[src/shared/adc_ctrl_pkg.sv]
package adc_ctrl_pkg;
  // clock and modulator rates
  localparam int CLK_HZ      = 50_000_000;
  localparam int NORM_MOD_HZ = 512_000;
  localparam int LP_MOD_HZ   = 131_000;
  localparam int MIN_HZ_NORM = 4;
  localparam int MIN_HZ_LP   = 1;
  localparam int DIV_W       = 9;
  localparam int PER_W       = 21;
  localparam int DECIM_SHIFT = 6;
  localparam logic [DIV_W-1:0] DIV_NORM = DIV_W'(CLK_HZ / NORM_MOD_HZ);
  localparam logic [DIV_W-1:0] DIV_LP   = DIV_W'(CLK_HZ / LP_MOD_HZ);
  localparam logic [PER_W-1:0] MAX_PER_NORM = PER_W'(NORM_MOD_HZ / MIN_HZ_NORM);
  localparam logic [PER_W-1:0] MAX_PER_LP   = PER_W'(LP_MOD_HZ / MIN_HZ_LP);
  localparam logic [6:0] AF_CHOP_ADD  = 7'h03;
  localparam logic [6:0] AF_PLAIN_ADD = 7'h01;
  // gain settings
  localparam logic [9:0] GAIN_ONE     = 10'h001;
  localparam logic [9:0] GAIN_LP      = 10'h080;
  localparam logic [9:0] GAIN_LP_PLUS = 10'h200;
  localparam int         GAIN_CODE_W  = 4;
  localparam logic [3:0] GAIN_CODE_MAX = 4'h9;
  localparam int         CUR_EN_BIT   = 15;
  // register map
  localparam int ADDR_W = 4;
  localparam logic [ADDR_W-1:0] ADDR_MODE    = 4'h0;
  localparam logic [ADDR_W-1:0] ADDR_CONFIG  = 4'h1;
  localparam logic [ADDR_W-1:0] ADDR_FILTER  = 4'h2;
  localparam logic [ADDR_W-1:0] ADDR_CURCTRL = 4'h3;
  localparam logic [ADDR_W-1:0] ADDR_THRESH  = 4'h4;
  localparam logic [ADDR_W-1:0] ADDR_TCL     = 4'h5;
  localparam logic [ADDR_W-1:0] ADDR_THV     = 4'h6;
  localparam logic [ADDR_W-1:0] ADDR_ACC     = 4'h7;
  localparam logic [ADDR_W-1:0] ADDR_RCL     = 4'h8;
  localparam logic [ADDR_W-1:0] ADDR_RCV     = 4'h9;
  localparam logic [ADDR_W-1:0] ADDR_STATUS  = 4'hA;
  localparam logic [ADDR_W-1:0] ADDR_COREPWR = 4'hB;
  // reset values
  localparam logic [15:0] FILTER_RESET = 16'h0007;
  localparam logic [15:0] RCL_RESET    = 16'h0001;
  localparam logic [7:0]  TCL_RESET    = 8'h01;
  localparam logic [7:0]  THV_MAX      = 8'hFF;

  typedef enum logic [2:0] {
    OP_POWERDOWN = 3'h0, OP_CONTINUOUS = 3'h1, OP_SINGLE = 3'h2, OP_IDLE = 3'h3,
    OP_SELF_OFFSET = 3'h4, OP_SELF_GAIN = 3'h5, OP_SYS_OFFSET = 3'h6, OP_SYS_GAIN = 3'h7
  } op_mode_type;
  typedef enum logic [1:0] {
    PWR_NORMAL = 2'h0, PWR_LOW = 2'h1, PWR_LOW_PLUS = 2'h2, PWR_RSVD = 2'h3
  } pwr_mode_type;
  typedef enum logic [1:0] {
    CMP_OFF = 2'h0, CMP_TRIP = 2'h1, CMP_COUNT_DEC = 2'h2, CMP_COUNT_CLR = 2'h3
  } cmp_mode_type;
  typedef enum logic [1:0] {
    ACC_OFF = 2'h0, ACC_ADD = 2'h1, ACC_SUB = 2'h2, ACC_ADD_ALT = 2'h3
  } acc_mode_type;
  typedef enum logic [2:0] {
    CONV_STOPPED = 3'b001, CONV_CONT = 3'b010, CONV_SINGLE = 3'b100
  } conv_state_type;

  typedef struct packed {
    logic [1:0]   spare;
    logic         precisionRef;
    pwr_mode_type pwr;
    op_mode_type  op;
  } mode_type;
  typedef struct packed {
    logic [5:0]   spareHi;
    logic         tempEn;
    logic         voltEn;
    logic         spareMid;
    acc_mode_type acc;
    cmp_mode_type cmp;
    logic [1:0]   spareLo;
    logic         rcEn;
  } config_type;
  typedef struct packed {
    logic       chop;
    logic       runAvg;
    logic [5:0] averagingFactor;
    logic       secondNotch;
    logic [6:0] decimationFactor;
  } filter_type;
  typedef struct packed {
    logic [3:0] spare;
    logic       rcReached;
    logic       countReached;
    logic       cmpTrip;
    logic       ready;
  } status_type;
  typedef struct packed {
    logic curOn;
    logic voltOn;
    logic tempOn;
    logic lowPowerRef;
    logic secondNotch;
    logic chop;
  } chan_ctl_type;
endpackage : adc_ctrl_pkg

[src/logic/adc_power_filter_ctrl.sv]
`timescale 1ns/1ns
// Function
// - mode register bits 4:3 pick normal, low power or low power plus.
// - core power control register is separate; ADC mode writes never touch it.
// - comparator mode raises interrupt when result magnitude exceeds threshold.
// - threshold event counter raises interrupt on reaching count limit.
// - 32-bit accumulator adds or subtracts results, readable, set by config 6:5.
// - normal mode runs modulators at 512 kHz, all channels, 4 Hz to 8 kHz.
// - filter configuration resets to 0x0007, 1 kHz, extras off.
// - single mode converts once at normal power then powers down.
// - low power runs current channel only, 131 kHz clock, gain 128.
// - counters, comparator, accumulator work in both low power modes.
// - low power plus is like low power with gain 512.
// - in low power modes mode bit 5 picks precision or low power reference.
// - filter bits 6:0 decimation, 13:8 averaging, same for all channels.
// - slowest update limited to 4 Hz normal, 1 Hz low power.
// - second notch bit adds notch at 1.333 times first notch.
// - filter 0x0000 in normal mode gives 8 kHz.
// - bit 14 adds two-sample running average, one extra settling period.
// - bit 15 enables offset swapping; 0x1F with 0x16 gives 10 Hz.
// - offset swapping, 0x1D with 0x3F gives 4 Hz minimum.
// - low power filter 0xBD1F gives 1 Hz.
// - event counter rises when magnitude at or above threshold, else falls/clears.
// - result counter wraps to zero at limit, clears on reconfiguration.
module adc_power_filter_ctrl
  import adc_ctrl_pkg::*;
(
  input  wire logic                        clk,
  input  wire logic                        sys_rst,
  input  wire logic [adc_ctrl_pkg::ADDR_W-1:0] regAddr,
  input  wire logic [31:0]                 regWrData,
  input  wire logic                        regWrStb,
  input  wire logic                        regRdStb,
  output logic      [31:0]                 regRdData,
  input  wire logic [15:0]                 rawSample,
  output logic      [15:0]                 resultData,
  output logic                             resultValid,
  output logic                             adcIrq,
  output logic                             modClkEn,
  output logic      [9:0]                  pgaGain,
  output adc_ctrl_pkg::chan_ctl_type       chanCtl,
  output logic      [7:0]                  corePowerCtrl
);
  import adc_ctrl_pkg::*;

  typedef struct packed {
    mode_type       mode;
    config_type     cfg;
    filter_type     filt;
    logic [15:0]    curCtrl;
    logic [15:0]    thresh;
    logic [7:0]     tcl;
    logic [7:0]     thv;
    logic [31:0]    acc;
    logic [15:0]    rcl;
    logic [15:0]    rcv;
    status_type     status;
    logic [7:0]     corePwr;
    conv_state_type conv;
    logic           havePrev;
    logic [15:0]    prevSample;
    logic [15:0]    result;
    logic           resultValid;
    logic           irq;
    logic [31:0]    rdData;
    logic [9:0]     gain;
    logic           modTick;
    chan_ctl_type   chan;
    logic           restart;
  } ctrl_state_type;

  ctrl_state_type   st;
  ctrl_state_type   nx;
  logic             modTickRaw;
  logic             convTick;
  logic             lowPwr;
  logic             lowPlus;
  logic             reconfig;
  logic             modeWrite;
  logic             produce;
  logic [16:0]      avgSum;
  logic [15:0]      outVal;
  logic [15:0]      mag;
  logic [14:0]      sfAf;
  logic [6:0]       afTerm;
  logic [7:0]       sfTerm;
  logic [PER_W-1:0] convPer;
  logic [PER_W-1:0] rawPer;
  logic [3:0]       gainCode;

  // effective power mode; single conversions always run at normal power
  assign lowPwr = (st.mode.op != OP_SINGLE) && (st.mode.pwr == PWR_LOW ||
                  st.mode.pwr == PWR_LOW_PLUS);
  assign lowPlus = lowPwr && (st.mode.pwr == PWR_LOW_PLUS);
  assign modeWrite = regWrStb && (regAddr == ADDR_MODE);
  assign reconfig = regWrStb && (regAddr == ADDR_MODE || regAddr == ADDR_FILTER ||
                    regAddr == ADDR_CURCTRL);

  // conversion period in modulator ticks: 64 * (SF+1) * (AF+1 or AF+3)
  assign sfTerm = {1'b0, st.filt.decimationFactor} + 8'h01;
  assign afTerm = {1'b0, st.filt.averagingFactor} +
                  (st.filt.chop ? AF_CHOP_ADD : AF_PLAIN_ADD);
  assign sfAf = 15'(sfTerm) * 15'(afTerm);
  assign rawPer = PER_W'({sfAf, {DECIM_SHIFT{1'b0}}});
  // clamp to the slowest legal update rate
  assign convPer = lowPwr ? ((rawPer > MAX_PER_LP) ? MAX_PER_LP : rawPer)
                          : ((rawPer > MAX_PER_NORM) ? MAX_PER_NORM : rawPer);

  // modulator clock enable: 512 kHz normal, 131 kHz low power
  adc_tick_div #(
    .W (DIV_W)
  ) modDiv (
    .clk     (clk),
    .sys_rst (sys_rst),
    .enable  (st.mode.op != OP_POWERDOWN),
    .restart (st.restart),
    .period  (lowPwr ? DIV_LP : DIV_NORM),
    .tick    (modTickRaw)
  );

  // conversion boundary counter in modulator ticks
  adc_tick_div #(
    .W (PER_W)
  ) convDiv (
    .clk     (clk),
    .sys_rst (sys_rst),
    .enable  (modTickRaw && st.conv != CONV_STOPPED),
    .restart (st.restart),
    .period  (convPer),
    .tick    (convTick)
  );

  // sample path: optional two-sample running average
  assign avgSum = {st.prevSample[15], st.prevSample} + {rawSample[15], rawSample};
  assign outVal = st.filt.runAvg ? avgSum[16:1] : rawSample;
  assign mag = outVal[15] ? (~outVal) + 16'h0001 : outVal;

  // next-state: register writes, result handling, outputs
  always_comb
  begin
    nx = st;
    nx.resultValid = 1'b0;
    nx.restart = 1'b0;
    nx.rdData = '0;
    nx.modTick = modTickRaw;
    produce = 1'b0;
    gainCode = st.curCtrl[GAIN_CODE_W-1:0];
    if (regWrStb)
    begin
      case (regAddr)
        ADDR_MODE:    nx.mode = mode_type'(regWrData[7:0]);
        ADDR_CONFIG:  nx.cfg = config_type'(regWrData[15:0]);
        ADDR_FILTER:  nx.filt = filter_type'(regWrData[15:0]);
        ADDR_CURCTRL: nx.curCtrl = regWrData[15:0];
        ADDR_THRESH:  nx.thresh = regWrData[15:0];
        ADDR_TCL:     nx.tcl = regWrData[7:0];
        ADDR_RCL:     nx.rcl = regWrData[15:0];
        ADDR_STATUS:  nx.status = st.status & ~status_type'(regWrData[7:0]);
        ADDR_COREPWR: nx.corePwr = regWrData[7:0];
        default:      ;
      endcase
    end
    // reconfiguration discards partial work and clears the result count and accumulator; the event count is kept
    if (reconfig)
    begin
      nx.restart = 1'b1;
      nx.rcv = '0;
      nx.acc = '0;
      nx.havePrev = 1'b0;
    end
    // conversion boundary; identical in every power mode
    if (convTick && st.conv != CONV_STOPPED && !st.restart && !reconfig)
    begin
      nx.havePrev = 1'b1;
      nx.prevSample = rawSample;
      produce = !st.filt.runAvg || st.havePrev;
    end
    if (produce)
    begin
      nx.result = outVal;
      nx.resultValid = 1'b1;
      nx.status.ready = 1'b1;
      case (st.cfg.cmp)
        CMP_TRIP:
        begin
          if (mag > st.thresh)
            nx.status.cmpTrip = 1'b1;
        end
        CMP_COUNT_DEC, CMP_COUNT_CLR:
        begin
          if (mag >= st.thresh)
            nx.thv = (st.thv == THV_MAX) ? st.thv : st.thv + 8'h01;
          else if (st.cfg.cmp == CMP_COUNT_CLR || st.thv == 8'h00)
            nx.thv = 8'h00;
          else
            nx.thv = st.thv - 8'h01;
          if (nx.thv == st.tcl)
            nx.status.countReached = 1'b1;
        end
        default: ;
      endcase
      case (st.cfg.acc)
        ACC_ADD, ACC_ADD_ALT: nx.acc = st.acc + {{16{outVal[15]}}, outVal};
        ACC_SUB:              nx.acc = st.acc - {{16{outVal[15]}}, outVal};
        default:              ;
      endcase
      if (st.cfg.rcEn)
      begin
        if (st.rcv + 16'h0001 >= st.rcl)
        begin
          nx.rcv = '0;
          nx.status.rcReached = 1'b1;
        end
        else
          nx.rcv = st.rcv + 16'h0001;
      end
      if (st.conv == CONV_SINGLE && !modeWrite)
        nx.mode.op = OP_POWERDOWN;
    end
    // a disabled accumulator stays clear, even past a same-cycle result
    if (nx.cfg.acc == ACC_OFF)
      nx.acc = '0;
    // conversion state follows the operating mode field
    case (nx.mode.op)
      OP_CONTINUOUS: nx.conv = CONV_CONT;
      OP_SINGLE:     nx.conv = CONV_SINGLE;
      default:       nx.conv = CONV_STOPPED;
    endcase
    // gain and channel controls from the effective power mode
    if (gainCode > GAIN_CODE_MAX)
      gainCode = GAIN_CODE_MAX;
    nx.gain = lowPlus ? GAIN_LP_PLUS : (lowPwr ? GAIN_LP : (GAIN_ONE << gainCode));
    nx.chan.curOn = st.mode.op != OP_POWERDOWN && st.curCtrl[CUR_EN_BIT];
    nx.chan.voltOn = st.mode.op != OP_POWERDOWN && !lowPwr && st.cfg.voltEn;
    nx.chan.tempOn = st.mode.op != OP_POWERDOWN && !lowPwr && st.cfg.tempEn;
    nx.chan.lowPowerRef = lowPwr && !st.mode.precisionRef;
    nx.chan.secondNotch = st.filt.secondNotch;
    nx.chan.chop = st.filt.chop;
    // result counter gates the ready interrupt when enabled
    nx.irq = nx.status.cmpTrip || nx.status.countReached ||
             (nx.cfg.rcEn ? nx.status.rcReached : nx.status.ready);
    if (regRdStb)
    begin
      case (regAddr)
        ADDR_MODE:    nx.rdData = 32'(st.mode);
        ADDR_CONFIG:  nx.rdData = 32'(st.cfg);
        ADDR_FILTER:  nx.rdData = 32'(st.filt);
        ADDR_CURCTRL: nx.rdData = 32'(st.curCtrl);
        ADDR_THRESH:  nx.rdData = 32'(st.thresh);
        ADDR_TCL:     nx.rdData = 32'(st.tcl);
        ADDR_THV:     nx.rdData = 32'(st.thv);
        ADDR_ACC:     nx.rdData = st.acc;
        ADDR_RCL:     nx.rdData = 32'(st.rcl);
        ADDR_RCV:     nx.rdData = 32'(st.rcv);
        ADDR_STATUS:  nx.rdData = 32'(st.status);
        ADDR_COREPWR: nx.rdData = 32'(st.corePwr);
        default:      nx.rdData = '0;
      endcase
    end
  end

  // state register with documented reset values
  always_ff @(posedge clk or posedge sys_rst)
  begin
    if (sys_rst)
    begin
      st <= '0;
      st.filt <= filter_type'(FILTER_RESET);
      st.rcl <= RCL_RESET;
      st.tcl <= TCL_RESET;
      st.gain <= GAIN_ONE;
      st.conv <= CONV_STOPPED;
    end
    else
      st <= nx;
  end

  // outputs straight from the state register
  assign regRdData = st.rdData;
  assign resultData = st.result;
  assign resultValid = st.resultValid;
  assign adcIrq = st.irq;
  assign modClkEn = st.modTick;
  assign pgaGain = st.gain;
  assign chanCtl = st.chan;
  assign corePowerCtrl = st.corePwr;

  // checks
  AST_PWR_FIELD: assert property (@(posedge clk) disable iff (sys_rst)
    modeWrite |=> st.mode.pwr == pwr_mode_type'($past(regWrData[4:3])))
    else $error("power mode field not taken from write");
  AST_CORE_INDEP: assert property (@(posedge clk) disable iff (sys_rst)
    !(regWrStb && regAddr == ADDR_COREPWR) |=> $stable(corePowerCtrl))
    else $error("core power control changed without its own write");
  AST_CMP_TRIP: assert property (@(posedge clk) disable iff (sys_rst)
    produce && st.cfg.cmp == CMP_TRIP && mag > st.thresh |=> st.status.cmpTrip ##1 adcIrq)
    else $error("comparator trip did not raise interrupt");
  AST_COUNT_LIMIT: assert property (@(posedge clk) disable iff (sys_rst)
    produce && st.cfg.cmp[1] && nx.thv == st.tcl |=> st.status.countReached && adcIrq)
    else $error("threshold count limit missed");
  AST_THV_UP: assert property (@(posedge clk) disable iff (sys_rst)
    produce && st.cfg.cmp[1] && mag >= st.thresh && st.thv != THV_MAX
    |=> st.thv == $past(st.thv) + 8'h01)
    else $error("event counter did not rise");
  AST_ACC_OFF: assert property (@(posedge clk) disable iff (sys_rst)
    st.cfg.acc == ACC_OFF |-> st.acc == '0)
    else $error("accumulator not cleared while disabled");
  AST_GAIN_LP: assert property (@(posedge clk) disable iff (sys_rst)
    lowPwr && !lowPlus ##1 lowPwr && !lowPlus |-> pgaGain == GAIN_LP && !chanCtl.voltOn)
    else $error("low power gain or channel wrong");
  AST_GAIN_LPP: assert property (@(posedge clk) disable iff (sys_rst)
    lowPlus |=> pgaGain == GAIN_LP_PLUS)
    else $error("low power plus gain wrong");
  AST_FILT_RESET: assert property (@(posedge clk) disable iff (sys_rst)
    $past(sys_rst) |-> st.filt == filter_type'(FILTER_RESET))
    else $error("filter reset value wrong");
  AST_SINGLE_DONE: assert property (@(posedge clk) disable iff (sys_rst)
    produce && st.conv == CONV_SINGLE && !modeWrite
    |=> st.mode.op == OP_POWERDOWN && st.conv == CONV_STOPPED)
    else $error("single conversion did not power down");
  AST_RECONFIG: assert property (@(posedge clk) disable iff (sys_rst)
    reconfig |=> st.rcv == '0 && st.acc == '0 && st.restart ##1 !resultValid)
    else $error("reconfiguration did not restart");
  AST_RATE_LIMIT: assert property (@(posedge clk) disable iff (sys_rst)
    convPer <= (lowPwr ? MAX_PER_LP : MAX_PER_NORM))
    else $error("conversion period beyond slowest rate");
endmodule : adc_power_filter_ctrl

[src/logic/adc_tick_div.sv]
`timescale 1ns/1ns
module adc_tick_div #(
  parameter int W = 9
) (
  input  wire logic         clk,
  input  wire logic         sys_rst,
  input  wire logic         enable,
  input  wire logic         restart,
  input  wire logic [W-1:0] period,
  output logic              tick
);
  localparam logic [W-1:0] ONE = W'(1);

  typedef struct packed {
    logic [W-1:0] count;
    logic         tick;
  } div_state_type;

  div_state_type st;
  div_state_type nx;

  // count enables, pulse at period end; a shrunk period ends at once
  always_comb
  begin
    nx = st;
    nx.tick = 1'b0;
    if (restart)
      nx.count = '0;
    else if (enable)
    begin
      if (st.count >= period - ONE)
      begin
        nx.count = '0;
        nx.tick = 1'b1;
      end
      else
        nx.count = st.count + ONE;
    end
  end

  always_ff @(posedge clk or posedge sys_rst)
  begin
    if (sys_rst)
      st <= '0;
    else
      st <= nx;
  end

  assign tick = st.tick;
endmodule : adc_tick_div

[config.mk]
export PLATFORM = sky130hd
export DESIGN_NAME = adc_power_filter_ctrl
export DESIGN_NICKNAME = d
export VERILOG_FILES = /design/src/shared/adc_ctrl_pkg.sv /design/src/logic/adc_power_filter_ctrl.sv /design/src/logic/adc_tick_div.sv
export SDC_FILE = /design/constraint.sdc
export NUM_CORES = 1
export LEC_CHECK = 0
export ABC_AREA = 1
export BUFFER_PORTS_ARGS = -buffer_cell sky130_fd_sc_hd__buf_2
export CORE_MARGIN = 2
export CORE_UTILIZATION = 57
export CTS_CLUSTER_SIZE = 40
export DETAILED_ROUTE_END_ITERATION = 12
export PLACE_DENSITY = 0.86
export SLEW_MARGIN = 10
export SYNTH_ARGS = -nofsm -noshare
export SYNTH_HDL_FRONTEND = slang
export SYNTH_SLANG_ARGS = --single-unit
[constraint.sdc]
create_clock -name clk -period 11.45 [get_ports clk]
set_input_delay 3.435 -clock clk [delete_from_list [all_inputs] [get_ports clk]]
set_output_delay 3.435 -clock clk [all_outputs]
set_load 0.03 [all_outputs]
==> results.md, run 1 <==
### Floorplanning
* **Site Rows** 70
* **die span in y** 197 microns
* **io pins** 131
* **effective utilization at floorplan** 58.1%
* **placeable core region** 0.0367 sq mm
* **floorplan die width** 197 microns
* **total die area** 0.0390 sq mm

### Final layout
* **leading cell types in the layout, fill and taps excluded** 737 x nand2_1, 405 x inv_1, 281 x dfrtp_1, 259 x o21ai_0, 251 x nor2_1
* **combined area of the multi-input logic cells** 0.0117 sq mm
* **fillers** 3219
* **fraction of final layout cells with drive strength greater than 1** 8.27%
* **Inserted Diodes** 0
* **leading cell type in the layout, fill and taps excluded** nand2_1
* **core utilization of the finished layout** 62.4%
* **area added between synthesis and finish** 7.26%
* **register area** 0.00722 sq mm
* **Total Nets Final** 3184

### Clocking
* **latest clock arrival within the worst-skew pair** 0.60 ns
* **clock buffer count from CTS** 31
* **CTS hold repair buffers** 0
* **count of H-tree levels built during CTS** 1
* **register clock-pin slew on the reported worst setup and hold paths** 0.06 ns
* **maximum count of clock buffers along a single path** 3
* **clock tree sinks** 288
* **clk root buf** clkbuf_16
* **quantity of gates resized following cts** 0
* **buffer count from post-CTS setup fixing** 0
* **TritonCTS clock tree** done

### STA
* **Max Clock Freq** 113 MHz
* **final clock skew** 0.0229 ns
* **minimum hold slack** 0.436 ns
* **final count of pins violating max slew** 0
* **worst relative slew slack** 19.0%
* **Finish-stage setup viols** 0
* **crit path time final** 8.86 ns
* **setup TNS** 0 ns
* **Hold Vio Cnt, Final** 0
* **share of the cycle needed by the critical path after routing** 77.4%
* **setup repair after global routing missed its margin** false
* **transition at the pin with the smallest max-transition slack** 1.21 ns

### Placement
* **DPL Wire Length** 44.3 mm
* **port buffer count** 114
* **final weighted congestion in routability-driven placement** 0.974

### Run
* **number of max-capacitance violations reported** 0

### Worst setup path
* **standard cell with the maximum stage delay on the critical path** nand2_1
* **dominant delay contributor by cell family on the critical path** adder cells
* **worst setup path category** flop to flop
* **data required time at the worst endpoint** 11.93 ns
* **CP max stage delay** 0.59 ns
* **cell count of the worst reg-to-reg path** 37
* **Crit. path cell count** 37
* **critical path launch point type** flop
* **arrival time of the worst setup path** 9.34 ns
* **endpoint kind of the worst setup timing path** flop
* **maximum fanout encountered on the critical timing path** 19
* **count of buffer and inverter cells on the critical path** 4

### Synthesis
* **Yosys top cell area share** 33.0%
* **post-synthesis cell count** 2939
* **area leader, netlist** dfrtp_1
* **Post-synth top flop** dfrtp_1
* **number of enable flip-flop cells after synthesis** 0
* **average instance area after synthesis** 7.26 sq um
* **share of synthesized flip-flops with an asynchronous set or reset** 100%
* **synth top area cells** dfrtp_1 33%, nand2_1 13%, ha_1 8.5%, inv_1 7.1%, o21ai_0 6.1%
* **unique cell type count in the Yosys netlist** 61
* **sequential fraction of the synthesis area** 33.8%
* **cell area after synthesis** 0.0213 sq mm
* **synthesized flop and latch total** 288
* **number of warning messages in the yosys log** 0
* **number of nets produced by synthesis** 3172

### Global routing
* **global-route wire length before repair** 95.4 mm
* **antenna violations before repair** 1
* **largest net degree at the start of global routing** 167
* **vias in the first global route** 19147
* **total overflow reported by the global router** 0
* **global routing usage summed across all routing layers** 30.3%

### Power
* **leakage power of the design** 12.1 nW
* **total power** 4.34 mW
* **largest voltage drop on the vdd net** 0.147 mV
* **total power divided by cell area** 190 mW/mm^2

### Drt
* **wire length after detailed routing** 59.2 mm
* **WL per Instance** 17.2 microns
* **Vias** 20109
* **remaining routing DRC violations** 0
* **post-detailed-route count of antenna-violating nets** 0
* **number of detailed-routing iterations run before antenna repair** 7
* **DRC violation total after the first TritonRoute iteration** 2018
* **Avg Vias per Cell** 5.84

### Min path
* **HP Class** flop to flop
* **hold-critical path depth** 0

### Status
* **run status** completed

[stage by stage]
step                std cells  setup WS (ns)  area (sq um)
floorplan                2939         0.0776         21300
detailed placement       3386           2.72         21800
finish                   3444           2.59         22900
CTS                      3444           2.69         22900
global placement         3386           2.75         21800
global route             3444           1.86         22900
[per-layer routing]
layer  up-vias  GRT usage, %  share of wire [%]
met5         -             0              0.025
met4         2          13.8                4.5
met1      9387          39.9                 41
li1       9566             -                  -
met3       198          5.96                9.0
met2       956          48.2                 45
[report_power, final]
group	switching [mW]	total (mW)	leakage [nW]	internal (mW)
sequential	0.0897	1.21	3.83	1.12
combinational	1.37	2.03	7.70	0.653
clock	0.440	1.10	0.545	0.659
[flip-flops by register name, indices dropped and copies added, names as in the netlist, 2 cells and up]
register,cells
chanCtl,6
convDiv.st,21
corePowerCtrl,8
modDiv.st,9
nx,2
pgaGain,10
regRdData,32
resultData,16
st,179
[final cells by class]
| cell class | instances | area share, % |
|---|---|---|
| clock buffers | 38 | 3.68 |
| clock inverters | 20 | 1.19 |
| inverters | 418 | 6.89 |
| multi-input cells | 2087 | 51.2 |
| flip-flops and latches | 288 | 31.5 |
| well taps | 468 | 2.56 |
| repair buffers | 125 | 2.91 |
[cells by family (layout without fill, tap and decap cells)]
group                      after synthesis  in the layout  share of synthesized area, %
and+or+nand+nor                       1285           1285                          25.5
buffers and inverters                  564            601                          11.3
AOI/OAI and AO/OA                      552            552                          14.9
DFF                                    288            288                          33.8
adders and majority gates              177            177                          11.5
xor gates and xnor gates                73             73                          3.00
[worst register-to-register path: cells and delay by family (launching register included)]
kind                       cells  cell delay (ns)
adders and majority gates      8             3.32
and+or+nand+nor               19             2.90
AOI/OAI and AO/OA              5             1.32
xor gates and xnor gates       1             0.57
DFF                            1             0.46
buffers and inverters          4             0.19
[synthesized netlist by cell type, types with 30 or more instances]
library cell and n:
a21oi_1 123, buf_4 72, clkbuf_1 56, dfrtp_1 281, fa_1 32, ha_1 145, inv_1 406, nand2_1 737
nand3_1 161, nand4_1 44, nor2_1 252, nor3_1 30, o21ai_0 259, o22ai_1 53, xor2_1 60
[path summary, 6_finish.rpt]
kind                                             from                   endpoint  slack (ns)
worst max-delay path                nx[1]$_DFFE_PP0P_  convDiv.st[4]$_DFFE_PP0P_        2.59
worst min-delay path            modDiv.tick$_DFF_PP0_         modClkEn$_DFF_PP0_        0.44
worst max register to register      nx[1]$_DFFE_PP0P_  convDiv.st[4]$_DFFE_PP0P_        2.59
worst min register to register  modDiv.tick$_DFF_PP0_         modClkEn$_DFF_PP0_        0.44
max in group asynchronous                     sys_rst          st[162]$_DFF_PP0_        7.08
min in group asynchronous                     sys_rst    regRdData[12]$_DFF_PP0_        2.99
No activity file was read; power rests on OpenSTA's default activity.
==> inputs of run 2 (changes only) <==
--- a/config.mk
+++ b/config.mk
@@ -8,10 +8,10 @@
 export ABC_AREA = 1
 export BUFFER_PORTS_ARGS = -buffer_cell sky130_fd_sc_hd__buf_2
 export CORE_MARGIN = 2
-export CORE_UTILIZATION = 57
+export CORE_UTILIZATION = 60
 export CTS_CLUSTER_SIZE = 40
 export DETAILED_ROUTE_END_ITERATION = 12
-export PLACE_DENSITY = 0.86
+export PLACE_DENSITY = 0.87
 export SLEW_MARGIN = 10
 export SYNTH_ARGS = -nofsm -noshare
 export SYNTH_HDL_FRONTEND = slang
==> constraint.sdc (replaced) <==
create_clock -name clk -period 8.9 [get_ports clk]
set_input_delay 2.67 -clock clk [delete_from_list [all_inputs] [get_ports clk]]
set_output_delay 2.67 -clock clk [all_outputs]
set_load 0.03 [all_outputs]
==> run 2 against run 1 <==
Net effect:
- die area fell by 4.9%
- largest cell class unchanged
- critical endpoint is now convDiv.st[3]$_DFFE_PP0P_
- clock skew fell by 0.0028 ns
- sequential power rose by 29%
- highest routed layer is now met4
- largest power group unchanged
- register-to-register slack got worse by 1.8 ns
- worst hold slack got worse by 0.0052 ns
- first-iteration DRC count fell by 4.9%
- critical path depth rose by 2
- worst setup slack got worse by 1.8 ns
- critical path type unchanged
- global-route usage rose by 2.7 points
==> results.md, run 2 (synthesis gave the netlist of run 1 again) <==
### Floorplanning
* **placeable core region** 0.0353 sq mm, -3.8%
* **io pins** 131, unchanged
* **floorplan die width** 193 microns, -2.5%
* **Site Rows** 69, -1.4%
* **total die area** 0.0371 sq mm, -4.9%
* **die span in y** 193 microns, -2.5%
* **effective utilization at floorplan** 60.4%, +2.3 points

### Drt
* **Vias** 20197, +0.44%
* **top sig layer** met4
* **DRC violation total after the first TritonRoute iteration** 1919, -4.9%
* **WL per Instance** 17.5 microns, +1.7%
* **remaining routing DRC violations** 0, unchanged
* **wire length after detailed routing** 60.3 mm, +1.8%
* **Avg Vias per Cell** 5.86, +0.35%
* **number of detailed-routing iterations run before antenna repair** 6, -1
* **post-detailed-route count of antenna-violating nets** 0, unchanged
* **detailed-routed wire length on met2** 27.4 mm, +2.7%
* **detailed route wirelength on metal3** 5.09 mm, -4.6%
* **routed metal-1 wirelength** 25.5 mm, +4.2%

### STA
* **final count of pins violating max slew** 0, unchanged
* **crit path time final** 8.12 ns, -0.747 ns
* **share of the cycle needed by the critical path after routing** 91.2%, +14 points
* **transition at the pin with the smallest max-transition slack** 1.18 ns, -0.0284 ns
* **Finish-stage setup viols** 0, unchanged
* **setup TNS** 0 ns, unchanged
* **setup repair after global routing missed its margin** false
* **final clock skew** 0.0201 ns, -0.00280 ns
* **Max Clock Freq** 123 MHz, +9.2%
* **worst relative slew slack** 20.9%, +1.9 points
* **Hold Vio Cnt, Final** 0, unchanged
* **post-route setup slack** 0.784 ns, -1.80 ns

### Final layout
* **combined area of the multi-input logic cells** 0.0117 sq mm, +0.16%
* **max reg flops** 179, unchanged
* **Total Nets Final** 3195, +0.35%
* **leading cell types in the layout, fill and taps excluded** 737 x nand2_1, 405 x inv_1, 281 x dfrtp_1, 259 x o21ai_0, 251 x nor2_1
* **leading cell type in the layout, fill and taps excluded** nand2_1
* **register area** 0.00722 sq mm, unchanged
* **fraction of final layout cells with drive strength greater than 1** 8.47%, +0.21 points
* **fillers** 3001, -6.8%
* **Inserted Diodes** 0, unchanged
* **core utilization of the finished layout** 65.0%, +2.7 points
* **area added between synthesis and finish** 7.63%
* **top register by number of flip-flops** st

### Worst setup path
* **CP Launch Point** st[224]$_DFFE_PP0P_
* **endpoint kind of the worst setup timing path** flop
* **critical path launch point type** flop
* **arrival time of the worst setup path** 8.58 ns, -0.76 ns
* **Worst R2R End** convDiv.st[3]$_DFFE_PP0P_
* **slack of the worst reg-to-reg path** 0.78 ns, -1.80 ns
* **critical path endpoint** convDiv.st[3]$_DFFE_PP0P_
* **CP max stage delay** 0.55 ns, -0.04 ns
* **worst setup path category** flop to flop
* **cell count of the worst reg-to-reg path** 39, +5.4%
* **maximum fanout encountered on the critical timing path** 19, unchanged
* **Reg-to-Reg Start** st[224]$_DFFE_PP0P_
* **standard cell with the maximum stage delay on the critical path** fa_1
* **data required time at the worst endpoint** 9.36 ns, -2.57 ns
* **most used cell along the critical path** inv_1

### Placement
* **pre-CTS setup slack** 0.476 ns, -2.24 ns
* **DPL Wire Length** 44.5 mm, +0.62%
* **final weighted congestion in routability-driven placement** 0.977, +0.36%
* **port buffer count** 114, unchanged

### Clocking
* **clock buffer count from CTS** 34, +9.7%
* **maximum count of clock buffers along a single path** 3, unchanged
* **latest clock arrival within the worst-skew pair** 0.54 ns, -0.06 ns
* **TritonCTS clock tree** done
* **count of H-tree levels built during CTS** 2, +1
* **register clock-pin slew on the reported worst setup and hold paths** 0.06 ns, about the same
* **CTS hold repair buffers** 0, unchanged
* **clk root buf** clkbuf_16
* **clock tree sinks** 288, unchanged

### Status
* **run status** completed

### Global routing
* **total overflow reported by the global router** 0, unchanged
* **global routing usage summed across all routing layers** 33.0%, +2.7 points
* **global-route wire length before repair** 97.4 mm, +2.2%
* **largest net degree at the start of global routing** 174, +4.2%
* **vias in the first global route** 19290, +0.75%
* **antenna violations before repair** 0, -1

### Power
* **leakage power of the design** 12.1 nW, +0.30%
* **largest voltage drop on the vdd net** 0.280 mV, +90%
* **total power divided by cell area** 245 mW/mm^2, +29%

### Run
* **number of max-capacitance violations reported** 0, unchanged

### Min path
* **HP Class** flop to flop
* **hold path startpoint** modDiv.tick$_DFF_PP0_

[run 2: changes by cell type in the layout (fill, tap and decap cells not counted), moves of 2 or more]
cell / previous run / this run
buf_4: 10 / 18
inv_6: 3 / 1
clkbuf_1: 3 / 9
clkbuf_16: 31 / 35
bufinv_16: 6 / 4
clkinv_2: 7 / 5
[run 2: how the worst min path moves through the flow]
stage	end	depth (start not counted)	slack [ns]
3_3_place_gp	modClkEn$_DFF_PP0_	0	0.41
3_5_place_dp	modClkEn$_DFF_PP0_	0	0.41
4_1_cts	modClkEn$_DFF_PP0_	0	0.42
5_1_grt	modClkEn$_DFF_PP0_	0	0.43
2_1_floorplan	modClkEn$_DFF_PP0_	0	0.35
6_report	modClkEn$_DFF_PP0_	0	0.43
[run 2: cell type report]
type                            instances  area share [%]
Clock inverter                         13           0.768
Clock buffer                           47            4.14
Multi-Input combinational cell       2087            51.1
Timing Repair Buffer                  133            3.16
Tap cell                              461            2.51
Sequential cell                       288            31.4
Inverter                              418            6.85
[run 2: through the flow]
step / hold slack, ns / std cells / area (sq um) / total power [mW]
4_1_cts: 0.424 / 3445 / 22900 / 5.59
3_3_place_gp: 0.409 / 3385 / 21800 / 4.05
3_5_place_dp: 0.412 / 3385 / 21800 / 4.14
2_1_floorplan: 0.354 / 2939 / 21300 / 3.57
6_report: 0.431 / 3447 / 23000 / 5.62
5_1_grt: 0.425 / 3447 / 23000 / 6.05
[run 2: report_power, final]
| part | leakage (nW) | switching (mW) | internal (mW) |
|---|---|---|---|
| Clock | 0.545 | 0.569 | 0.865 |
| Sequential | 3.83 | 0.116 | 1.45 |
| Combinational | 7.73 | 1.77 | 0.854 |
| Total | 12.1 | 2.46 | 3.17 |
[run 2: critical path, delay by kind of cell, from the launching register on]
family,cells,cell delay [ns]
adder cells (fa/ha/maj),8,3.53
AND/OR/NAND/NOR,20,2.50
AO/OA/AOI/OAI,4,0.83
buffers and inverters,7,0.65
flip-flops,1,0.50
[run 2: what timing repair did]
action,4_1_cts,5_1_grt
setup buffers,0,2
gates resized for setup,0,3
setup endpoints to repair,0,20
[run 2: metal layers]
layer  GRT usage (%)  vias to the layer above
met5               0                        -
met4            12.6                        0
met3            5.66                      161
met2            53.5                      869
met1            44.3                     9558
li1                -                     9609
==> inputs of run 3 (changes only) <==
--- a/config.mk
+++ b/config.mk
@@ -11,7 +11,7 @@
 export CORE_UTILIZATION = 60
 export CTS_CLUSTER_SIZE = 40
 export DETAILED_ROUTE_END_ITERATION = 12
-export PLACE_DENSITY = 0.87
+export PLACE_DENSITY = 0.86
 export SLEW_MARGIN = 10
 export SYNTH_ARGS = -nofsm -noshare
 export SYNTH_HDL_FRONTEND = slang
==> run 3 against run 2 <==
Net effect:
- total power fell by 3.0%
- non-clock buffer count rose by 2
- first-iteration DRC count fell by 5.6%
- cell count barely moved
- via count fell by 0.60%
- sequential share of layout area rose by 0.15 points
- final area fell by 0.46%
- combinational power barely moved
==> results.md, run 3 (synthesis gave the netlist of run 1 again) <==
### Floorplanning
* **die span in y** 193 microns, unchanged
* **effective utilization at floorplan** 60.4%, unchanged
* **placeable core region** 0.0353 sq mm, unchanged
* **floorplan die width** 193 microns, unchanged
* **total die area** 0.0371 sq mm, unchanged
* **io pins** 131, unchanged
* **Site Rows** 69, unchanged

### Worst setup path
* **cell count of the worst reg-to-reg path** 38, -2.6%
* **Reg-to-Reg Start** st[225]$_DFFE_PP0P_
* **critical path launch point type** flop
* **endpoint kind of the worst setup timing path** flop
* **dominant delay contributor by cell family on the critical path** adder cells
* **Worst R2R End** convDiv.st[20]$_DFFE_PP0P_
* **maximum fanout encountered on the critical timing path** 19, unchanged
* **count of buffer and inverter cells on the critical path** 5, -2
* **CP max stage delay** 0.55 ns, about the same
* **slack of the worst reg-to-reg path** 0.62 ns, -0.16 ns
* **data required time at the worst endpoint** 9.34 ns, -0.02 ns
* **standard cell with the maximum stage delay on the critical path** fa_1
* **arrival time of the worst setup path** 8.72 ns, +0.14 ns
* **worst setup path category** flop to flop

### Final layout
* **combined area of the multi-input logic cells** 0.0118 sq mm, +0.18%
* **leading cell type in the layout, fill and taps excluded** nand2_1
* **Total Nets Final** 3194, -0.031%
* **cell area after layout** 0.0229 sq mm, -0.46%
* **leading cell types in the layout, fill and taps excluded** 737 x nand2_1, 405 x inv_1, 280 x dfrtp_1, 259 x o21ai_0, 251 x nor2_1
* **top register by number of flip-flops** st
* **register area** 0.00722 sq mm, about the same
* **core utilization of the finished layout** 64.7%, -0.30 points
* **fraction of final layout cells with drive strength greater than 1** 8.65%, +0.17 points
* **Inserted Diodes** 0, unchanged
* **area added between synthesis and finish** 7.13%
* **fillers** 3078, +2.6%
* **max reg flops** 179, unchanged

### Min path
* **HP Class** flop to flop
* **hold path startpoint** modDiv.tick$_DFF_PP0_
* **terminating pin of the worst hold path** modClkEn$_DFF_PP0_
* **hold-critical path depth** 0, unchanged

### Drt
* **WL per Instance** 17.4 microns, -0.28%
* **number of detailed-routing iterations run before antenna repair** 6, unchanged
* **post-detailed-route count of antenna-violating nets** 0, unchanged
* **DRC violation total after the first TritonRoute iteration** 1811, -5.6%
* **Avg Vias per Cell** 5.83, -0.54%
* **Vias** 20076, -0.60%
* **wire length after detailed routing** 60.1 mm, -0.33%
* **remaining routing DRC violations** 0, unchanged

### Clocking
* **clk root buf** clkbuf_16
* **TritonCTS clock tree** done
* **clock tree sinks** 288, unchanged
* **count of H-tree levels built during CTS** 1, -1
* **register clock-pin slew on the reported worst setup and hold paths** 0.06 ns, about the same
* **maximum count of clock buffers along a single path** 3, unchanged
* **CTS hold repair buffers** 0, unchanged
* **latest clock arrival within the worst-skew pair** 0.59 ns, +0.05 ns
* **clock buffer count from CTS** 31, -8.8%

### Power
* **total power divided by cell area** 239 mW/mm^2, -2.6%
* **total power** 5.45 mW, -3.0%
* **largest voltage drop on the vdd net** 0.310 mV, +11%
* **leakage power of the design** 12.1 nW, -0.41%

### Run
* **number of max-capacitance violations reported** 0, unchanged

### Global routing
* **global-route wire length before repair** 97.4 mm, about the same
* **global routing usage summed across all routing layers** 32.8%, -0.14 points
* **largest net degree at the start of global routing** 146, -16%
* **total overflow reported by the global router** 0, unchanged
* **vias in the first global route** 19340, +0.26%
* **antenna violations before repair** 0, unchanged

### Placement
* **pre-CTS setup slack** 0.497 ns, +0.0209 ns
* **port buffer count** 114, unchanged
* **final weighted congestion in routability-driven placement** 1.02, +4.0%
* **DPL Wire Length** 44.7 mm, +0.30%
* **Cell Area, Placed** 0.0218 sq mm, about the same

### STA
* **final count of pins violating max slew** 0, unchanged
* **transition at the pin with the smallest max-transition slack** 1.14 ns, -0.0426 ns
* **Finish-stage setup viols** 0, unchanged
* **final clock skew** 0.0218 ns, +0.00168 ns
* **worst relative slew slack** 23.7%, +2.8 points
* **share of the cycle needed by the critical path after routing** 93.0%, +1.8 points
* **Hold Vio Cnt, Final** 0, unchanged
* **minimum hold slack** 0.386 ns, -0.0449 ns
* **crit path time final** 8.28 ns, +0.161 ns
* **Max Clock Freq** 121 MHz, -1.9%
* **post-route setup slack** 0.623 ns, -0.161 ns

### Status
* **run status** completed

==> run 3: changes by cell type in the layout (fill, tap and decap cells not counted), moves of 2 or more <==
cell,before,now
bufinv_16,4,1
buf_4,18,20
clkinv_2,5,8
clkbuf_16,35,31
clkbuf_8,3,6
xor2_1,59,57
xor2_2,1,3
clkbuf_1,9,6
==> run 3: worst max-delay path by stage <==
| stage | end | depth (start not counted) | start | slack (ns) |
|---|---|---|---|---|
| floorplan | convDiv.st[10]$_DFFE_PP0P_ | 39 | st[216]$_DFFE_PP1P_ | 1.40 |
| global placement | convDiv.st[3]$_DFFE_PP0P_ | 39 | nx[1]$_DFFE_PP0P_ | 0.74 |
| detailed placement | convDiv.st[20]$_DFFE_PP0P_ | 38 | nx[1]$_DFFE_PP0P_ | 0.50 |
| CTS | convDiv.st[14]$_DFFE_PP0P_ | 38 | nx[1]$_DFFE_PP0P_ | 0.48 |
| global route | convDiv.st[20]$_DFFE_PP0P_ | 39 | nx[1]$_DFFE_PP0P_ | -0.001 |
| finish | convDiv.st[20]$_DFFE_PP0P_ | 38 | st[225]$_DFFE_PP0P_ | 0.62 |
==> run 3: final cells by class <==
class / count / area share, %
multi-input combinational: 2087 / 51.5
sequential: 288 / 31.6
tap: 461 / 2.52
timing repair buffer: 135 / 3.24
clock inverter: 13 / 0.449
clock buffer: 43 / 3.85
inverter: 418 / 6.88
==> run 3: report_power, final <==
group          internal, mW  leakage [nW]  total [mW]  switching [mW]
Clock                 0.717         0.487        1.26           0.543
Combinational         0.851          7.74        2.63            1.78
Sequential             1.45          3.83        1.56           0.116
Total                  3.02          12.1        5.45            2.44
==> run 3: per-stage QoR <==
stage | instances | setup TNS, ns
5_1_grt | 3445 | -0.00127
3_5_place_dp | 3387 | 0
3_3_place_gp | 3387 | 0
6_report | 3445 | 0
4_1_cts | 3443 | 0
2_1_floorplan | 2939 | 0
==> run 3: layer usage <==
| layer | global-route usage, % | routed length [microns] | vias to the layer above |
|---|---|---|---|
| met1 | 43.9 | 25200 | 9476 |
| met2 | 53.6 | 27500 | 855 |
| met5 | 0 | 0 | - |
| met3 | 4.86 | 5040 | 147 |
| li1 | - | - | 9598 |
| met4 | 13.4 | 2300 | 0 |
==> run 3: what timing repair did <==
| action | in CTS | in global routing |
|---|---|---|
| gates resized for setup | 0 | 7 |
| hold endpoints to repair | 0 | 0 |
| endpoints found under the setup margin | 0 | 21 |
| setup buffers | 0 | 2 |
